## src/pbc_pkg.sv

```systemverilog
package pbc_pkg;
  // timing
  localparam int CLK_PERIOD_NS = 100;
  localparam int SOFT_RESET_NS = 1000;
  localparam int SOFT_RESET_CYC =
    (SOFT_RESET_NS + CLK_PERIOD_NS - 1) / CLK_PERIOD_NS;

  // management addressing
  localparam logic [4:0] PHYAD_PORT1 = 5'h01;
  localparam logic [4:0] PHYAD_PORT3 = 5'h03;
  localparam logic [4:0] REGAD_BASIC_CTRL = 5'h00;
  localparam logic [4:0] REGAD_STD_LAST = 5'h05;
  localparam logic [4:0] REGAD_EXT_A = 5'h1d;
  localparam logic [4:0] REGAD_EXT_B = 5'h1f;
  localparam logic [1:0] OP_READ = 2'h2;
  localparam logic [1:0] OP_WRITE = 2'h1;
  localparam logic [5:0] PREAMBLE_ONES = 6'h20;

  // host (serial host port) register indices, one per port
  localparam logic [7:0] HOST_IDX_PORT1 = 8'h00;
  localparam int NUM_PORTS = 3;

  // basic control field positions
  localparam int BIT_SOFT_RESET = 15;
  localparam int BIT_LOOPBACK = 14;
  localparam int BIT_FORCE_100 = 13;
  localparam int BIT_AN_ENABLE = 12;
  localparam int BIT_POWER_DOWN = 11;
  localparam int BIT_ISOLATE = 10;
  localparam int BIT_AN_RESTART = 9;
  localparam int BIT_FULL_DUPLEX = 8;
  localparam int BIT_XOVER_STYLE = 5;
  localparam int BIT_FORCE_STRAIGHT = 4;
  localparam int BIT_XOVER_DISABLE = 3;
  localparam int BIT_FEF_DISABLE = 2;
  localparam int BIT_TX_DISABLE = 1;
  localparam int BIT_LED_DISABLE = 0;

  // reset value and writable bits (7 and 6 read as zero)
  localparam logic [15:0] CTRL_RESET = 16'h3120;
  localparam logic [15:0] CTRL_WR_MASK = 16'hff3f;

  typedef enum logic [2:0] {
    MS_IDLE = 3'b000,
    MS_HDR = 3'b001,
    MS_READ = 3'b010,
    MS_WRITE = 3'b011,
    MS_SKIP = 3'b100
  } pbc_mstate_e;
endpackage

```

## src/pbc_port_ctrl.sv

```systemverilog
`timescale 1ns/1ps
module pbc_port_ctrl
  import pbc_pkg::*;
(
  // clock and reset
  input wire logic clk,
  input wire logic rst_n,
  // write port
  input wire logic wr_en,
  input wire logic [15:0] wr_data,
  // register contents
  output logic [15:0] ctrl_q
);
  logic [15:0] ctrl_d;
  logic [4:0] rst_cnt_q;
  logic [4:0] rst_cnt_d;
  wire busy = ctrl_q[BIT_SOFT_RESET];
  wire start_rst = wr_en && wr_data[BIT_SOFT_RESET] && !busy;
  wire plain_wr = wr_en && !wr_data[BIT_SOFT_RESET] && !busy;
  wire rst_done = busy && (rst_cnt_q == 5'h01);

  // soft reset reloads defaults and holds bit 15 until the count ends
  // writes during soft reset are dropped so the port comes up clean
  assign ctrl_d = start_rst ? (CTRL_RESET | 16'h8000) :
                  rst_done ? (ctrl_q & 16'h7dff) :
                  plain_wr ? (wr_data & CTRL_WR_MASK) :
                  (ctrl_q & 16'hfdff); // restart self-clears
  assign rst_cnt_d = start_rst ? 5'(SOFT_RESET_CYC) :
                     busy ? rst_cnt_q - 5'h01 : rst_cnt_q;

  // register with documented defaults
  always_ff @(posedge clk or negedge rst_n) begin
    if (!rst_n) begin
      ctrl_q <= CTRL_RESET;
      rst_cnt_q <= 5'h00;
    end else begin
      ctrl_q <= ctrl_d;
      rst_cnt_q <= rst_cnt_d;
    end
  end

  AST_RESERVED_ZERO: assert property (
    @(posedge clk) disable iff (!rst_n) ctrl_q[7:6] == 2'h0)
    else $error("reserved control bits not zero");
  AST_RESTART_SELF_CLEAR: assert property (
    @(posedge clk) disable iff (!rst_n)
    ctrl_q[BIT_AN_RESTART] && !plain_wr |=> !ctrl_q[BIT_AN_RESTART])
    else $error("restart bit did not clear");
  AST_RESTART_SET: assert property (
    @(posedge clk) disable iff (!rst_n)
    plain_wr && wr_data[BIT_AN_RESTART] |=> ctrl_q[BIT_AN_RESTART])
    else $error("restart write not taken");
  AST_SOFT_RESET_LEN: assert property (
    @(posedge clk) disable iff (!rst_n)
    $rose(ctrl_q[BIT_SOFT_RESET]) |->
      ctrl_q[BIT_SOFT_RESET][*8] ##1 ctrl_q[BIT_SOFT_RESET][*2] ##1
      !ctrl_q[BIT_SOFT_RESET])
    else $error("soft reset length wrong");
  AST_SOFT_RESET_DEFAULTS: assert property (
    @(posedge clk) disable iff (!rst_n)
    $fell(ctrl_q[BIT_SOFT_RESET]) |-> ctrl_q == CTRL_RESET)
    else $error("defaults not restored by soft reset");
  AST_WRITE_TAKEN: assert property (
    @(posedge clk) disable iff (!rst_n)
    plain_wr |=> ctrl_q[14:10] == $past(wr_data[14:10]) &&
      ctrl_q[5:0] == $past(wr_data[5:0]))
    else $error("control write not stored");
endmodule

```

## src/pbc_top.sv

```systemverilog
`timescale 1ns/1ps
// Notes on behaviour
// - ports 1, 2, 3 answer management frames at PHY addresses 1, 2, 3
// - register addresses 0 to 5, 0x1d and 0x1f are answered per PHY
// - host port reaches every control register through its own index map
// - writing bit 15 soft-resets the port; it clears itself when done
// - bit 14 on port 1 loops other ports' frames at port 1 MAC
// - bit 14 on other addresses loops at that port; clearing restores normal
// - bit 13 forces 100 Mbps when 1, 10 Mbps when 0; resets to 1
// - bit 12 enables auto-negotiation, resets to 1; else forced bits rule
// - bit 11 powers the PHY down; resets to 0
// - bit 10 isolates the PHY from its line pairs; resets to 0
// - writing 1 to bit 9 restarts auto-negotiation; resets to 0
// - bit 8 forces full duplex when 1, half when 0; resets to 1
// - bit 5 picks crossover style, 1 alternate, 0 native; resets to 1
// - bit 3 disables auto crossover; then bit 4 forces straight or crossed
// - bit 2 disables far-end fault detection, bit 1 disables transmit
// - bit 0 turns the port's LEDs off; resets to 0
module pbc_top
  import pbc_pkg::*;
(
  // clock and reset
  input wire logic CLK,
  input wire logic RST_N,
  // management interface pins
  input wire logic MDC,
  input wire logic MDIO_IN,
  output logic MDIO_OUT,
  output logic MDIO_OE,
  // host register port
  input wire logic HOST_SEL,
  input wire logic HOST_WE,
  input wire logic [7:0] HOST_ADDR,
  input wire logic [15:0] HOST_WDATA,
  output logic [15:0] HOST_RDATA,
  // per-port controls, bit i is port i+1
  output logic [2:0] PHY_SOFT_RESET,
  output logic [2:0] MAC_LOOPBACK,
  output logic [2:0] FORCE_100,
  output logic [2:0] AN_ENABLE,
  output logic [2:0] POWER_DOWN,
  output logic [2:0] PHY_ISOLATE,
  output logic [2:0] AN_RESTART,
  output logic [2:0] FULL_DUPLEX,
  output logic [2:0] CROSSOVER_STYLE_SELECT,
  output logic [2:0] FORCE_STRAIGHT,
  output logic [2:0] XOVER_DISABLE,
  output logic [2:0] FEF_DISABLE,
  output logic [2:0] TX_DISABLE,
  output logic [2:0] LED_DISABLE
);
  logic [2:0] mdc_sync_q;
  logic [2:0] mdi_sync_q;
  logic mdc_lvl_q;
  logic mdi_lvl_q;
  pbc_mstate_e state_q;
  pbc_mstate_e state_d;
  logic [5:0] ones_q;
  logic [4:0] cnt_q;
  logic [15:0] sh_q;
  logic [15:0] rd_sh_q;
  logic [1:0] port_q;
  logic ctrl_sel_q;
  logic [15:0] ctrl_w [NUM_PORTS];
  logic [2:0] wr_en_w;
  logic [15:0] wr_data_w [NUM_PORTS];

  // pin synchronisers; a level counts once stages two and three agree
  always_ff @(posedge CLK or negedge RST_N) begin
    if (!RST_N) begin
      mdc_sync_q <= 3'h0;
      mdi_sync_q <= 3'h0;
      mdc_lvl_q <= 1'b0;
      mdi_lvl_q <= 1'b0;
    end else begin
      mdc_sync_q <= {mdc_sync_q[1:0], MDC};
      mdi_sync_q <= {mdi_sync_q[1:0], MDIO_IN};
      if (mdc_sync_q[1] == mdc_sync_q[2])
        mdc_lvl_q <= mdc_sync_q[2];
      if (mdi_sync_q[1] == mdi_sync_q[2])
        mdi_lvl_q <= mdi_sync_q[2];
    end
  end

  // frame decoding
  wire mdc_edge = (mdc_sync_q[1] == mdc_sync_q[2]) && mdc_sync_q[2] &&
                  !mdc_lvl_q;
  wire bit_in = mdi_lvl_q;
  wire [15:0] sh_next = {sh_q[14:0], bit_in};
  wire [1:0] hdr_op = sh_next[11:10];
  wire [4:0] hdr_phy = sh_next[9:5];
  wire [4:0] hdr_reg = sh_next[4:0];
  wire phy_ok = (hdr_phy >= PHYAD_PORT1) && (hdr_phy <= PHYAD_PORT3);
  wire reg_ok = (hdr_reg <= REGAD_STD_LAST) || (hdr_reg == REGAD_EXT_A) ||
                (hdr_reg == REGAD_EXT_B);
  wire hdr_good = sh_next[12] && phy_ok && reg_ok;
  wire hdr_end = (state_q == MS_HDR) && (cnt_q == 5'd12);
  wire [1:0] hdr_port = 2'(hdr_phy - PHYAD_PORT1);
  // only the control register lives here; the rest of the set reads zero
  wire [15:0] hdr_rdata =
    (hdr_reg == REGAD_BASIC_CTRL) ? ctrl_w[hdr_port] : 16'h0000;
  wire miim_wr = mdc_edge && (state_q == MS_WRITE) && (cnt_q == 5'd17);

  // next state of the frame walker
  always_comb begin
    state_d = state_q;
    if (mdc_edge) begin
      case (state_q)
        MS_IDLE: if (!bit_in && ones_q >= PREAMBLE_ONES) state_d = MS_HDR;
        MS_HDR: if (cnt_q == 5'd12) state_d = !hdr_good ? MS_SKIP :
                  (hdr_op == OP_READ) ? MS_READ :
                  (hdr_op == OP_WRITE) ? MS_WRITE : MS_SKIP;
        MS_READ, MS_WRITE, MS_SKIP: if (cnt_q == 5'd17) state_d = MS_IDLE;
        default: state_d = MS_IDLE;
      endcase
    end
  end

  // walker registers and pin drive; the pin changes just after MDC rises
  always_ff @(posedge CLK or negedge RST_N) begin
    if (!RST_N) begin
      state_q <= MS_IDLE;
      ones_q <= 6'h00;
      cnt_q <= 5'h00;
      sh_q <= 16'h0000;
      rd_sh_q <= 16'h0000;
      port_q <= 2'h0;
      ctrl_sel_q <= 1'b0;
      MDIO_OUT <= 1'b0;
      MDIO_OE <= 1'b0;
    end else if (mdc_edge) begin
      state_q <= state_d;
      sh_q <= sh_next;
      cnt_q <= (state_d != state_q) ? 5'h00 : cnt_q + 5'h01;
      if (state_q == MS_IDLE)
        ones_q <= !bit_in ? 6'h00 :
                  (ones_q == PREAMBLE_ONES) ? ones_q : ones_q + 6'h01;
      else
        ones_q <= 6'h00;
      // latch target only for good headers; a foreign address has no port
      if (hdr_end && hdr_good) begin
        rd_sh_q <= hdr_rdata;
        port_q <= hdr_port;
        ctrl_sel_q <= (hdr_reg == REGAD_BASIC_CTRL);
      end
      if (state_q == MS_READ) begin
        MDIO_OE <= (cnt_q != 5'd17);
        MDIO_OUT <= (cnt_q == 5'd0) ? 1'b0 : rd_sh_q[15];
        if (cnt_q != 5'd0)
          rd_sh_q <= {rd_sh_q[14:0], 1'b0};
      end
    end
  end

  // host port reads, answer one cycle after the request
  wire [7:0] host_rel = HOST_ADDR - HOST_IDX_PORT1;
  wire host_hit = host_rel < 8'(NUM_PORTS);
  wire [1:0] host_port = host_rel[1:0];
  always_ff @(posedge CLK or negedge RST_N) begin
    if (!RST_N)
      HOST_RDATA <= 16'h0000;
    else if (HOST_SEL && !HOST_WE)
      HOST_RDATA <= host_hit ? ctrl_w[host_port] : 16'h0000;
  end

  // per-port registers; management writes win a same-cycle collision
  for (genvar i = 0; i < NUM_PORTS; i++) begin : g_port
    wire m_hit = miim_wr && (port_q == 2'(i)) &&
                 ctrl_sel_q; // register 0 only
    wire h_hit = HOST_SEL && HOST_WE && host_hit && (host_port == 2'(i));
    assign wr_en_w[i] = m_hit || h_hit;
    assign wr_data_w[i] = m_hit ? sh_next : HOST_WDATA;
    pbc_port_ctrl u_ctrl (
      .clk(CLK),
      .rst_n(RST_N),
      .wr_en(wr_en_w[i]),
      .wr_data(wr_data_w[i]),
      .ctrl_q(ctrl_w[i])
    );
    // field fan-out, each straight from the port register
    assign PHY_SOFT_RESET[i] = ctrl_w[i][BIT_SOFT_RESET];
    assign MAC_LOOPBACK[i] = ctrl_w[i][BIT_LOOPBACK];
    assign FORCE_100[i] = ctrl_w[i][BIT_FORCE_100];
    assign AN_ENABLE[i] = ctrl_w[i][BIT_AN_ENABLE];
    assign POWER_DOWN[i] = ctrl_w[i][BIT_POWER_DOWN];
    assign PHY_ISOLATE[i] = ctrl_w[i][BIT_ISOLATE];
    assign AN_RESTART[i] = ctrl_w[i][BIT_AN_RESTART];
    assign FULL_DUPLEX[i] = ctrl_w[i][BIT_FULL_DUPLEX];
    assign CROSSOVER_STYLE_SELECT[i] = ctrl_w[i][BIT_XOVER_STYLE];
    assign FORCE_STRAIGHT[i] = ctrl_w[i][BIT_FORCE_STRAIGHT];
    assign XOVER_DISABLE[i] = ctrl_w[i][BIT_XOVER_DISABLE];
    assign FEF_DISABLE[i] = ctrl_w[i][BIT_FEF_DISABLE];
    assign TX_DISABLE[i] = ctrl_w[i][BIT_TX_DISABLE];
    assign LED_DISABLE[i] = ctrl_w[i][BIT_LED_DISABLE];
  end

  AST_IDLE_NO_DRIVE: assert property (
    @(posedge CLK) disable iff (!RST_N) state_q == MS_IDLE |-> !MDIO_OE)
    else $error("management pin driven while idle");
  AST_BAD_ADDR_SKIPPED: assert property (
    @(posedge CLK) disable iff (!RST_N)
    mdc_edge && hdr_end && !(phy_ok && reg_ok) |=> state_q == MS_SKIP)
    else $error("frame for foreign address not skipped");
  AST_HOST_READ: assert property (
    @(posedge CLK) disable iff (!RST_N)
    HOST_SEL && !HOST_WE && HOST_ADDR == HOST_IDX_PORT1 |=>
      HOST_RDATA == $past(ctrl_w[0]))
    else $error("host read of port 1 wrong");
  AST_TA_DRIVE_ZERO: assert property (
    @(posedge CLK) disable iff (!RST_N)
    mdc_edge && state_q == MS_READ && cnt_q == 5'd0 |=> MDIO_OE && !MDIO_OUT)
    else $error("turnaround not driven low");
  AST_READ_RELEASE: assert property (
    @(posedge CLK) disable iff (!RST_N)
    mdc_edge && state_q == MS_READ && cnt_q == 5'd17 |=> !MDIO_OE)
    else $error("pin not released after read data");
  AST_HOST_UNMAPPED: assert property (
    @(posedge CLK) disable iff (!RST_N)
    HOST_SEL && !HOST_WE && !host_hit |=> HOST_RDATA == 16'h0000)
    else $error("unmapped host read not zero");
  AST_MGMT_WRITE_ONLY_CTRL: assert property (
    @(posedge CLK) disable iff (!RST_N)
    miim_wr && !ctrl_sel_q && !HOST_SEL |-> wr_en_w == 3'h0)
    else $error("management write hit a control register");
endmodule

```

## config.mk

```make
export PLATFORM = sky130hd
export DESIGN_NAME = pbc_top
export DESIGN_NICKNAME = d
export VERILOG_FILES = /design/src/pbc_pkg.sv /design/src/pbc_port_ctrl.sv /design/src/pbc_top.sv
export SDC_FILE = /design/constraint.sdc
export NUM_CORES = 1
export LEC_CHECK = 0
export BUFFER_PORTS_ARGS = -buffer_cell sky130_fd_sc_hd__buf_4
export CORE_MARGIN = 2
export CORE_UTILIZATION = 43
export DETAILED_ROUTE_END_ITERATION = 8
export GPL_TIMING_DRIVEN = 0
export HOLD_SLACK_MARGIN = 0.03
export SYNTH_ARGS = -nofsm -noshare
export SYNTH_HDL_FRONTEND = slang
export SYNTH_HIERARCHICAL = 1
export SYNTH_SLANG_ARGS = --single-unit
```

## constraint.sdc

```tcl
create_clock -name CLK -period 4.8 [get_ports CLK]
set_clock_uncertainty 0.05 [all_clocks]
set_input_delay 0.96 -clock CLK [delete_from_list [all_inputs] [get_ports CLK]]
set_output_delay 0.96 -clock CLK [all_outputs]
set_load 0.05 [all_outputs]
```

==> impl_metrics.csv <==
group,metric,value,unit
outcome,outcome,"complete, no violations",
pwr,leakagePower,3.90,nW
clock_network,clock_path_buffers,2,
clock_network,cts_sinks,131,
detailed_routing,vias_per_cell,5.55,
floorplanning,die_w,133,um
floorplanning,die_y,133,um
worst_setup_path,cp-end-kind,"register",
clock_network,numCtsBuffers,17,
finish,syn_to_final_growth,21.0,%
pwr,p_seq_share,41.1,%
flow_run,maxCapViolCount,0,
clock_network,cts_tree,"yes",
floorplanning,row_count,47,
placed_design,pre_cts_ws,1.32,ns
sta,setup_ws,1.73,ns
pwr,peakVddDrop,0.285,mV
grt,grt_pass1_wl,32400,um
detailed_routing,routed_wl,20400,um
sta,fin_crit,3.07,ns
detailed_routing,drc,0,
synth,syn_avg_cell_area,9.59,um2
sta,max_slew_margin,43.7,%
sta,fmax,326,MHz
worst_setup_path,required,5.06,ns
pwr,powerDensity,378,nW/um2
grt,antenna_found_initial,0,
sta,report.final.slew_viol_count,0,
clock_network,clockRootBuffer,"clkbuf_16",
pwr,internal-power,0.00222,W
finish,drive_above_1_share,26.7,%
detailed_routing,vias,6047,
floorplanning,start_util,43.7,%
clock_network,htree_levels,4,
worst_setup_path,startpoint_type,"input port",
placed_design,io_buffers,86,
sta,worst_pin_slew,0.844,ns
clock_network,ctsHoldBuffers,0,
worst_setup_path,crit_fanout,10,
clock_network,postCtsSetupBuffers,0,
grt,grt_pass1_vias,5902,
detailed_routing,firstDrtPassIters,4,
floorplanning,die_area,17700,um2
clock_network,clk_pin_slew_worst_paths,0.06,ns
synth,postSynthCellCount,747,
min_path,hold_path_class,"reg -> reg",
finish,fin_util,52.8,%
sta,fin_tns_setup,0,ns
pwr,p_clk_share,36.3,%
pwr,design_power_total,0.00328,W
synth,synth.cell_area,7170,um2
clock_network,clk_latency,0.42,ns
worst_setup_path,cp.arrival,3.33,ns
grt,globalRouteTotalUtil,23.7,%
pwr,p_comb_share,22.6,%
synth,ys_warn_count,6,
clock_network,post_cts_resize_count,0,
sta,hold_viol,0,
sta,setup_viol,0,
placed_design,dp_hpwl,14700,um
detailed_routing,drt_iter0_markers,466,
sta,fin_crit_sh,64.0,%
finish,diodes,0,
detailed_routing,ant_nets,0,
sta,rsz0062_at_grt,"false",
worst_setup_path,worst-setup-path-type,"in -> reg",
placed_design,placedInstanceArea,8130,um2
pwr,p_switching,0.00106,W
floorplanning,pin_count,90,
grt,overflow,0,
pwr,p_sw_share,32.2,%
finish,nNetsFinal,901,
placed_design,place_congestion,0.887,
floorplanning,core-area,16400,um2
finish,design_area,8670,um2
detailed_routing,drt-wirelength-per-cell,18.7,um
grt,grt_max_degree,79,
area by class of cell:
cell class	count	area, um2
Timing Repair Buffer	87	677
Fill cell	1503	7740
Tap cell	220	275
Multi-Input combinational cell	547	3540
Inverter	19	71.3
Clock buffer	21	450
Buffer	53	269
Sequential cell	131	3290
Clock inverter	11	88.8
worst paths after layout:
kind,startpoint,end,slack [ns],cells past startpoint
setup / recovery,HOST_ADDR[0],g_port[1].u_ctrl/rst_cnt_q[4],1.73,8
hold / removal,mdc_sync_q[0],mdc_sync_q[1],0.30,0
setup reg to reg,mdc_sync_q[1],g_port[0].u_ctrl/rst_cnt_q[4],1.80,10
hold reg to reg,mdc_sync_q[0],mdc_sync_q[1],0.30,0
max in group asynchronous,RST_N,g_port[1].u_ctrl/ctrl_q[12],3.50,2
min in group asynchronous,RST_N,HOST_RDATA[6],0.44,1
placed cells by master (no fill, tap or decap), types with 4 or more instances in the layout:
cell type  instances
dfstp_2           12
buf_6              5
a22oi_1           34
dfrtp_1          119
nand2_1          112
o21ai_0           47
conb_1             6
nand2b_4           4
buf_1              4
a32o_1             5
buf_4             91
a31oi_1            4
clkbuf_16         17
ha_1              15
mux2i_1           16
mux2_2            62
clkbuf_1          28
clkinv_2           7
a21oi_1           28
nor3_1            11
nor2_1            39
buf_2             14
inv_1             19
nand3_1            9
nor2b_1           19
or3_1              5
o21ai_1           48
nand2b_1          27
nand4_1            4
worst max-delay path, stage by stage:
cell and delay (ns):
buf_4 0.08, clkbuf_1 0.63, nor2b_1 0.49, inv_1 0.10
o21ai_0 0.44, a21oi_2 0.20, a32o_1 0.25, a31o_1 0.17
routing by layer:
layer	GRT usage, %	wire [um]	vias up
met1	29.9	8740	2963
met5	0	0	-
met4	11.8	695	0
met2	39.7	10000	204
li1	-	-	2837
met3	3.96	924	43
registers in the layout (all words and copies together), names as in the netlist:
signal                   count
mdc_sync_q                   3
MDIO_OE                      1
HOST_RDATA                  16
g_port.u_ctrl/ctrl_q        42
port_q                       2
mdc_lvl_q                    1
MDIO_OUT                     1
ctrl_sel_q                   1
state_q                      3
ones_q                       6
g_port.u_ctrl/rst_cnt_q     15
sh_q                        15
cnt_q                        5
mdi_sync_q                   3
bit_in                       1
rd_sh_q                     16
power by group through the flow:
| stage | registers [W] | clock network [W] | logic [W] |
|---|---|---|---|
| floorplan | 0.00137 | 0 | 0.000460 |
| global placement | 0.00135 | 0 | 0.000709 |
| detailed placement | 0.00136 | 0 | 0.000737 |
| CTS | 0.00134 | 0.00121 | 0.000741 |
| global route | 0.00136 | 0.00127 | 0.000810 |
| finish | 0.00135 | 0.00119 | 0.000741 |
through the flow:
stage	hold slack, ns	instances
floorplan	0.281	750
global route	0.305	1089
finish	0.296	1089
CTS	0.298	1089
global placement	0.283	1056
detailed placement	0.285	1057
(Power assumes the default switching activity.)
